File: src/reset_source_defines.vh
// constants for the reset cause capture and source enable block
`ifndef RESET_SOURCE_DEFINES_VH
`define RESET_SOURCE_DEFINES_VH

// register location on the special-function-register bus
`define RSC_SFR_PAGE 8'h00
`define RSC_SFR_ADDR 8'hef

// bit positions in reset_cause_and_enable
`define RSC_BIT_RTC 7
`define RSC_BIT_FLASH 6
`define RSC_BIT_CMP 5
`define RSC_BIT_SWFORCE 4
`define RSC_BIT_WDOG 3
`define RSC_BIT_CLKLOSS 2
`define RSC_BIT_POWER 1
`define RSC_BIT_PIN 0

// flag value after power-on: only the power flag is set
`define RSC_FLAGS_POWER_ON 8'h02

// source enables after any reset
`define RSC_RTC_EN_RST 1'b0
`define RSC_CMP_EN_RST 1'b0
`define RSC_CLKLOSS_EN_RST 1'b0
`define RSC_SUPPLY_EN_RST 1'b1

// one-hot sequencer states
`define RSC_ST_RUN 2'b01
`define RSC_ST_HOLD 2'b10

// timing
`define RSC_CLK_FREQ_HZ 50000000
`define RSC_CLK_LOSS_US 100
// clock-loss limit in system clocks: 100 us at 50 MHz, sized for the counter
`define RSC_CLK_LOSS_CYC 13'h1388
`define RSC_CLK_LOSS_W 13
`define RSC_HOLD_CYC 8'h10

`endif
File: src/clock_loss_timer.v
// one-shot timeout on a monitored clock that stops toggling
`timescale 1ns/1ns
`default_nettype none
`include "reset_source_defines.vh"

module clock_loss_timer #(
    parameter CNT_W = `RSC_CLK_LOSS_W,
    parameter [CNT_W-1:0] LIMIT = `RSC_CLK_LOSS_CYC
) (
    input wire clock,
    input wire sys_rst,
    input wire ce,
    input wire armed,
    input wire clockSense,
    output reg timeout
);

    reg senseLast_r;
    reg [CNT_W-1:0] count_r;
    wire senseEdge;

    assign senseEdge = clockSense ^ senseLast_r;

    always @(posedge clock) begin
        if (sys_rst) begin
            senseLast_r <= 1'b0;
            count_r <= {CNT_W{1'b0}};
            timeout <= 1'b0;
        end else if (ce) begin
            senseLast_r <= clockSense;
            timeout <= 1'b0;
            // any level change restarts the one-shot
            if (!armed || senseEdge) begin
                count_r <= {CNT_W{1'b0}};
            end else if (count_r == LIMIT - 1'b1) begin
                count_r <= {CNT_W{1'b0}};
                timeout <= 1'b1;
            end else begin
                count_r <= count_r + 1'b1;
            end
        end
    end

endmodule

`default_nettype wire

File: src/reset_source_capture.v
// reset cause capture, source enables and system reset sequencing
`timescale 1ns/1ns
`default_nettype none
`include "reset_source_defines.vh"

module reset_source_capture #(
    parameter [`RSC_CLK_LOSS_W-1:0] CLK_LOSS_CYCLES = `RSC_CLK_LOSS_CYC,
    parameter [7:0] HOLD_CYCLES = `RSC_HOLD_CYC
) (
    input wire clock,
    input wire sys_rst,
    input wire ce,
    input wire [7:0] sfrPage,
    input wire [7:0] sfrAddr,
    input wire sfrWrite,
    input wire sfrRead,
    input wire sfrRmw,
    input wire [7:0] sfrWdata,
    output reg [7:0] sfrRdata,
    input wire rtcEvent,
    input wire flashFault,
    input wire comparatorTrip,
    input wire watchdogOverflow,
    input wire rstPinN,
    input wire supplyFail,
    input wire clockSense,
    input wire lowPowerMode,
    output reg systemResetOut,
    output reg clockLossArmed
);

    ////////////////////////////////////////////////////////////////////////
    // decode

    function regHit;
        input [7:0] page;
        input [7:0] addr;
        begin
            regHit = (page == `RSC_SFR_PAGE) && (addr == `RSC_SFR_ADDR);
        end
    endfunction

    reg [1:0] state_r;
    reg [7:0] holdCnt_r;
    reg [7:0] cause_r;
    reg [7:0] flags_r;
    reg rtcEn_r;
    reg cmpEn_r;
    reg clkLossEn_r;
    reg supplyEn_r;

    wire running;
    wire wrHit;
    wire rdHit;
    wire clockTimeout;
    wire holdSource;
    wire holdDone;
    wire [7:0] trig;
    wire [7:0] latchView;

    assign running = (state_r == `RSC_ST_RUN);
    assign wrHit = sfrWrite && regHit(sfrPage, sfrAddr) && running;
    assign rdHit = sfrRead && regHit(sfrPage, sfrAddr);

    ////////////////////////////////////////////////////////////////////////
    // reset sources

    assign trig[`RSC_BIT_RTC] = rtcEvent && rtcEn_r;
    assign trig[`RSC_BIT_FLASH] = flashFault;
    assign trig[`RSC_BIT_CMP] = comparatorTrip && cmpEn_r;
    assign trig[`RSC_BIT_SWFORCE] = wrHit && sfrWdata[`RSC_BIT_SWFORCE];
    assign trig[`RSC_BIT_WDOG] = watchdogOverflow;
    assign trig[`RSC_BIT_CLKLOSS] = clockTimeout;
    assign trig[`RSC_BIT_POWER] = supplyFail && supplyEn_r;
    assign trig[`RSC_BIT_PIN] = !rstPinN;

    // level sources keep the reset asserted while they last
    assign holdSource = !rstPinN || (supplyFail && supplyEn_r);
    assign holdDone = (holdCnt_r == HOLD_CYCLES - 8'h01) && !holdSource;

    ////////////////////////////////////////////////////////////////////////
    // clock-loss detector

    always @(posedge clock) begin
        if (sys_rst) begin
            clockLossArmed <= 1'b0;
        end else if (ce) begin
            // enable kept in clkLossEn_r, so leaving low power restores it
            clockLossArmed <= clkLossEn_r && !lowPowerMode && running && !trig[`RSC_BIT_CLKLOSS];
        end
    end

    clock_loss_timer #(
        .CNT_W(`RSC_CLK_LOSS_W),
        .LIMIT(CLK_LOSS_CYCLES)
    ) u_clock_loss_timer (
        .clock(clock),
        .sys_rst(sys_rst),
        .ce(ce),
        .armed(clockLossArmed),
        .clockSense(clockSense),
        .timeout(clockTimeout)
    );

    ////////////////////////////////////////////////////////////////////////
    // reset sequencer

    always @(posedge clock) begin
        if (sys_rst) begin
            state_r <= `RSC_ST_RUN;
            holdCnt_r <= 8'h00;
            systemResetOut <= 1'b0;
        end else if (ce) begin
            case (state_r)
                `RSC_ST_RUN: begin
                    holdCnt_r <= 8'h00;
                    if (|trig) begin
                        state_r <= `RSC_ST_HOLD;
                        systemResetOut <= 1'b1;
                    end
                end
                `RSC_ST_HOLD: begin
                    if (holdSource) begin
                        holdCnt_r <= 8'h00;
                    end else if (holdDone) begin
                        holdCnt_r <= 8'h00;
                        state_r <= `RSC_ST_RUN;
                        systemResetOut <= 1'b0;
                    end else begin
                        holdCnt_r <= holdCnt_r + 8'h01;
                    end
                end
                default: begin
                    state_r <= `RSC_ST_RUN;
                    holdCnt_r <= 8'h00;
                    systemResetOut <= 1'b0;
                end
            endcase
        end
    end

    ////////////////////////////////////////////////////////////////////////
    // cause capture

    always @(posedge clock) begin
        if (sys_rst) begin
            cause_r <= 8'h00;
        end else if (ce) begin
            if (running) begin
                cause_r <= trig;
            end else begin
                // sources firing during the hold add to the cause
                cause_r <= cause_r | trig;
            end
        end
    end

    always @(posedge clock) begin
        if (sys_rst) begin
            flags_r <= `RSC_FLAGS_POWER_ON;
        end else if (ce) begin
            // flags load only at release
            if (!running && holdDone) begin
                flags_r <= cause_r | trig;
            end
        end
    end

    ////////////////////////////////////////////////////////////////////////
    // source enables

    always @(posedge clock) begin
        if (sys_rst) begin
            rtcEn_r <= `RSC_RTC_EN_RST;
            cmpEn_r <= `RSC_CMP_EN_RST;
            clkLossEn_r <= `RSC_CLKLOSS_EN_RST;
            supplyEn_r <= `RSC_SUPPLY_EN_RST;
        end else if (ce) begin
            if (!running && holdDone) begin
                rtcEn_r <= `RSC_RTC_EN_RST;
                cmpEn_r <= `RSC_CMP_EN_RST;
                clkLossEn_r <= `RSC_CLKLOSS_EN_RST;
                supplyEn_r <= `RSC_SUPPLY_EN_RST;
            end else if (wrHit && !sfrWdata[`RSC_BIT_SWFORCE]) begin
                rtcEn_r <= sfrWdata[`RSC_BIT_RTC];
                cmpEn_r <= sfrWdata[`RSC_BIT_CMP];
                clkLossEn_r <= sfrWdata[`RSC_BIT_CLKLOSS];
                supplyEn_r <= sfrWdata[`RSC_BIT_POWER];
            end
        end
    end

    ////////////////////////////////////////////////////////////////////////
    // readback

    // latch view for read-modify-write: enables, force bit and flags as 0
    assign latchView = {
        rtcEn_r,
        1'b0,
        cmpEn_r,
        1'b0,
        1'b0,
        clkLossEn_r,
        supplyEn_r,
        1'b0
    };

    always @(posedge clock) begin
        if (sys_rst) begin
            sfrRdata <= 8'h00;
        end else if (ce) begin
            if (rdHit) begin
                if (sfrRmw) begin
                    sfrRdata <= latchView;
                end else begin
                    sfrRdata <= flags_r;
                end
            end
        end
    end

endmodule

`default_nettype wire

File: config.mk
export PLATFORM = sky130hd
export DESIGN_NAME = reset_source_capture
export DESIGN_NICKNAME = d
export VERILOG_FILES = /design/src/clock_loss_timer.v /design/src/reset_source_capture.v
export VERILOG_INCLUDE_DIRS = /design/src
export SDC_FILE = /design/constraint.sdc
export NUM_CORES = 1
export LEC_CHECK = 0
export ABC_AREA = 1
export BUFFER_PORTS_ARGS = -buffer_cell sky130_fd_sc_hd__clkbuf_2
export CAP_MARGIN = 25
export CORE_MARGIN = 1.5
export CORE_UTILIZATION = 52
export CTS_BUF_LIST = sky130_fd_sc_hd__clkbuf_8
export CTS_CLUSTER_SIZE = 16
export DETAILED_ROUTE_END_ITERATION = 6
export GPL_ROUTABILITY_DRIVEN = 0
export PLACE_DENSITY_LB_ADDON = 0.05
export SLEW_MARGIN = 20
export SYNTH_ARGS = -nofsm -noshare
export SYNTH_HDL_FRONTEND = slang
export SYNTH_SLANG_ARGS = --single-unit
export TNS_END_PERCENT = 30
File: constraint.sdc
create_clock -name clock -period 1.7 [get_ports clock]
set_input_delay 0.17 -clock clock [delete_from_list [all_inputs] [get_ports clock]]
set_output_delay 0.17 -clock clock [all_outputs]
set_load 0.01 [all_outputs]
==> results.toml, run 1 <==
[detailed_routing]
vias_per_cell = 4.95
drtPass1Iterations = 4
via_count = 2501
wl_um = 5720
drt_iter0_markers = 104
drc = 0
ant_nets = 0
wl_per_cell_um = 11.3

[hold_path]
holdPathStages = 3
hold_path_class = "in -> reg"
holdPathEnd = "cause_r[6]"
min_from = "flashFault"

[clocking]
cts_tree = "done"
cts_root_buffer = "clkbuf_8"
cts_buffers = 5
clkTransAtPathRegs_ns = 0.11
cts_sinks = 54
htreeDepth = 2
clk_path_buf_depth = 2
post_cts_buffers = 0
cts-hold-fix-buffers = 0
clk_latency_ns = 0.32
cts_resized = 0

[placement]
dp.cells = 497
placedInstanceArea_um2 = 3000
portBuffers = 44
dp_hpwl_um = 4200
dp_slack_ns = 0.176

[global_route]
grt_pass1_vias = 2090
grt_pass1_wl_um = 9230
antenna_found_initial = 0
overflow = 0
track_usage_pct = 21.4
grt_max_degree = 23

[timing]
whs_ns = 0.0958
rsz0062_at_grt = "no"
hold_viol = 0
slew_viol_final = 0
timing.final.crit_share_pct = 90.7
worstMarginPinSlew_ns = 0.394
layout_min_cycle_time_ns = 1.54
relSlewSlack_pct = 73.8
max_freq_mhz = 648
worst_slack_ns = 0.158
setup_tns_ns = 0
setup_viol = 0
skew_ns = 0.0158

[cells_and_area]
drive_gt1_share_pct = 21.6
fin_nets = 474
antenna_cells = 0
fin_area_um2 = 3100
final_cells = 505
fin_util_pct = 61.1
syn_to_final_growth_pct = 14.3

[critical_path]
crit_path_start_kind = "flop"
critPathMaxStageDelay_ns = 0.38
cp_cell_sequence = "ha_1 -> nand3_1 -> inv_1 -> nand2_1 -> a21oi_2 -> or2_1 -> nor2_2"
worst-setup-path-type = "reg -> reg"
rr_startpoint = "holdCnt_r[0]"
rr_worst_depth = 7
worstSetupEndpointType = "flop"
critPathMaxFanout = 7
crit_required_ns = 1.90
crit_slowest_cell = "dfxtp_1"
reg2reg_to = "holdCnt_r[7]"
worstPathArrival_ns = 1.75
r2r_slack_ns = 0.16

[synthesis]
synth_nets = 428
yosysUniqueCellTypes = 35
syn-cell-area_um2 = 2710
ys_ff_latch = 54
syn_inst = 388
yosys_warnings = 0
ys_seq_area_share_pct = 39.9
synth.avg_cell_area_um2 = 6.99

[power_and_ir_drop]
power.density_nw_per_um2 = 731
switching_share_pct = 26.6
internal-power_mw = 1.66
power_mw = 2.26
power_leakage_nw = 1.33
clock_power_share_pct = 34.2
seqPwrFrac_pct = 57.0
ir_worst_vdd_uv = 514
p_comb_share_pct = 8.8
p_switching_uw = 603

[floorplanning]
num_rows = 26
dieHeight_um = 75.2
die_x_um = 75.2
io_pins = 48
die_area_um2 = 5660
core_um2 = 5070
initial_core_util_pct = 53.5

[job]
drv_cap = 0

[run_status]
outcome = "finished, final reports clean"
[area by class of cell]
cell class	count	area [um^2]
repair buffers	50	265
multi-input cells	282	1410
flip-flops and latches	54	1080
fillers	496	1980
well taps	70	87.6
clock buffers	5	68.8
clock inverters	3	28.8
inverters	41	159
[worst max-delay path: cells and delay by family (launching register included)]
kind | cells | cell delay (ns)
AOI/OAI and AO/OA | 1 | 0.20
adders and majority gates | 1 | 0.18
and+or+nand+nor | 4 | 0.60
buffers and inverters | 1 | 0.09
DFF | 1 | 0.38
[power groups by stage]
| stage | Sequential, mW | Clock (mW) | Combinational (mW) |
|---|---|---|---|
| final | 1.29 | 0.774 | 0.200 |
| after global routing | 1.29 | 0.848 | 0.224 |
| after CTS | 1.29 | 0.793 | 0.202 |
| after detailed placement | 1.32 | 0 | 0.201 |
| after global placement | 1.32 | 0 | 0.199 |
| after floorplan | 1.32 | 0 | 0.121 |
[cells in the mapped netlist, drive strengths merged]
cell type,number,area [um^2]
nand3b,2,15.0
xor2,9,78.8
o211ai,1,7.51
o21bai,4,30.0
nor3b,1,12.5
or2,1,6.26
inv,40,150
nand4,10,68.8
a22oi,1,7.51
nand3,26,135
mux2,2,22.5
clkbuf,4,15.0
clkinv,1,8.76
nor3,12,70.1
o21a,1,7.51
nand2,91,357
buf,7,48.8
nor2,75,334
xnor2,2,17.5
dfxtp,54,1080
a21oi,30,154
o21ai,12,60.1
ha,2,25.0
[flip-flops by register name, indices dropped and copies added, names as in the netlist, 8 cells and up]
name                        count
u_clock_loss_timer.count_r     13
holdCnt_r                       8
flags_r                         8
sfrRdata                        8
cause_r                         8
[routing by layer]
layer  up-vias  track usage (%)  share of wire, %
met4         0             6.55               1.1
met1      1112             29.4                51
met3         7             3.75               4.4
li1       1333                -                 -
met2        49             34.3                44
met5         -                0                 0
[cell usage in the layout, fill, tap and decap left out, types with 8 or more instances in the layout]
cell type,n
nor2_2,15
inv_1,34
o21ai_0,8
nor3_1,10
clkbuf_2,44
nand3_1,25
nor2_1,58
a21oi_1,29
nand2_1,87
nand4_1,9
dfxtp_1,54
xor2_1,9
[kinds of logic after synthesis]
kind of cell | after synthesis | synth area share [%]
compound gates | 49 | 9.83
mux | 2 | 0.830
fa+ha+maj | 2 | 0.922
buf+inv | 52 | 8.21
xor+xnor | 11 | 3.55
flops | 54 | 39.9
simple gates | 218 | 36.8
[worst max path at each step]
| stage | from | end | slack (ns) | cells after the start |
|---|---|---|---|---|
| after floorplan | holdCnt_r[0] | holdCnt_r[7] | 0.42 | 8 |
| after global placement | holdCnt_r[0] | holdCnt_r[7] | 0.22 | 7 |
| after detailed placement | holdCnt_r[0] | holdCnt_r[7] | 0.18 | 7 |
| after CTS | holdCnt_r[0] | holdCnt_r[7] | 0.16 | 7 |
| after global routing | holdCnt_r[0] | holdCnt_r[7] | 0.04 | 7 |
| final | holdCnt_r[0] | holdCnt_r[7] | 0.16 | 7 |
(Power assumes the default switching activity.)
==> run 2: changes to the inputs <==
- CTS_BUF_LIST: sky130_fd_sc_hd__clkbuf_8 -> sky130_fd_sc_hd__clkbuf_16
==> run 2 against run 1 <==
Compared with the run above: sequential share of layout area down 0.62 points; die area unchanged; final area up 1.8%; wire length about the same; count of clock-buffer cells in the layout unchanged; utilization up 1.1 points; critical path depth unchanged; first-iteration DRC count up 0.96%; sequential power about the same; via count up 1.0%; power up 12%; largest cell class unchanged; highest routed layer unchanged.
==> results.toml, run 2 (synthesis results as in run 1) <==
[power_and_ir_drop]
ir_worst_vdd_uv = 591
power_mw = 2.54
power_leakage_nw = 1.36
power.density_nw_per_um2 = 806

[global_route]
grt_pass1_wl_um = 9250
use_met1_pct = 29.6
grt_max_degree = 23
grt_pass1_vias = 2087
grtUsageMet2_pct = 33.8
met3_usage_pct = 4.15
overflow = 0
busiest_layer = "met2"
antenna_found_initial = 0
track_usage_pct = 21.4

[critical_path]
worst-setup-path-type = "reg -> reg"
crit_required_ns = 1.88
worstSetupEndpointType = "flop"
crit_path_start_kind = "flop"
critPathMaxFanout = 7
worstPathArrival_ns = 1.70

[job]
drv_cap = 0

[detailed_routing]
vias_per_cell = 5.00
wl_um = 5720
drt_iter0_markers = 105
ant_nets = 0
via_count = 2526
wl_per_cell_um = 11.3
drc = 0
drtPass1Iterations = 4

[floorplanning]
num_rows = 26
dieHeight_um = 75.2
die_area_um2 = 5660
core_um2 = 5070
initial_core_util_pct = 53.5
io_pins = 48
die_x_um = 75.2

[clocking]
cts_sinks = 54
clkTransAtPathRegs_ns = 0.08
cts_tree = "done"
htreeDepth = 2
post_cts_buffers = 0
clk_latency_ns = 0.30
cts-hold-fix-buffers = 0
cts_resized = 0
cts_buffers = 5
clk_path_buf_depth = 2
cts_root_buffer = "clkbuf_16"

[timing]
setup_tns_ns = 0
worstMarginPinSlew_ns = 0.393
rsz0062_at_grt = "no"
worst_slack_ns = 0.177
slew_viol_final = 0
max_freq_mhz = 656
layout_min_cycle_time_ns = 1.52
timing.final.crit_share_pct = 89.6
skew_ns = 0.00913
hold_viol = 0
relSlewSlack_pct = 73.8
setup_viol = 0

[placement]
portBuffers = 44
placedInstanceArea_um2 = 3000
dp_slack_ns = 0.176
dp_hpwl_um = 4200

[cells_and_area]
final_common_cell = "nand2_1"
max_flop_register = "u_clock_loss_timer.count_r"
antenna_cells = 0
final_cell_mix = "87 x nand2_1, 58 x nor2_1, 54 x dfxtp_1, 44 x clkbuf_2, 34 x inv_1"
drive_gt1_share_pct = 21.6
fin_nets = 474
syn_to_final_growth_pct = 16.3
largest_reg_flops = 13
fin_area_um2 = 3160

[hold_path]
hold_path_class = "in -> reg"

[run_status]
outcome = "finished, final reports clean"
run 2: final timing paths:
check                       to    startpoint  cells past startpoint  slack (ns)
hold / removal      cause_r[6]    flashFault                      3        0.13
hold reg to reg     cause_r[1]    cause_r[1]                      2        0.46
setup reg to reg  holdCnt_r[7]  holdCnt_r[0]                      7        0.18
setup / recovery  holdCnt_r[7]  holdCnt_r[0]                      7        0.18
run 2: through the flow:
| stage | utilization (%) | instances | hold slack (ns) |
|---|---|---|---|
| after floorplan | - | 388 | 0.309 |
| after CTS | 62.2 | 505 | 0.126 |
| after detailed placement | 59.1 | 497 | 0.442 |
| after global placement | 59.1 | 497 | 0.428 |
| final | 62.2 | 505 | 0.126 |
| after global routing | 62.2 | 505 | 0.141 |
run 2: worst max-delay path: stages, from the launching register on:
cell     delay, ns
dfxtp_1       0.37
ha_1          0.18
nand3_1       0.08
inv_1         0.09
nand2_1       0.07
a21oi_2       0.18
or2_1         0.37
nor2_2        0.07
run 2: report_power, final:
group / internal (mW) / switching (mW)
Sequential: 1.28 / 0.0122
Clock: 0.562 / 0.491
Combinational: 0.0759 / 0.124
Total: 1.92 / 0.628
run 2: final cells by class:
type,count,area (um^2)
Timing Repair Buffer,50,265
Multi-Input combinational cell,282,1410
Tap cell,70,87.6
Sequential cell,54,1080
Fill cell,485,1920
Clock inverter,3,28.8
Clock buffer,5,125
Inverter,41,159
run 2: layer usage:
| layer | wire (um) | vias up |
|---|---|---|
| li1 | - | 1333 |
| met2 | 2540 | 50 |
| met5 | 0 | - |
| met3 | 250 | 7 |
| met4 | 72 | 0 |
| met1 | 2860 | 1136 |
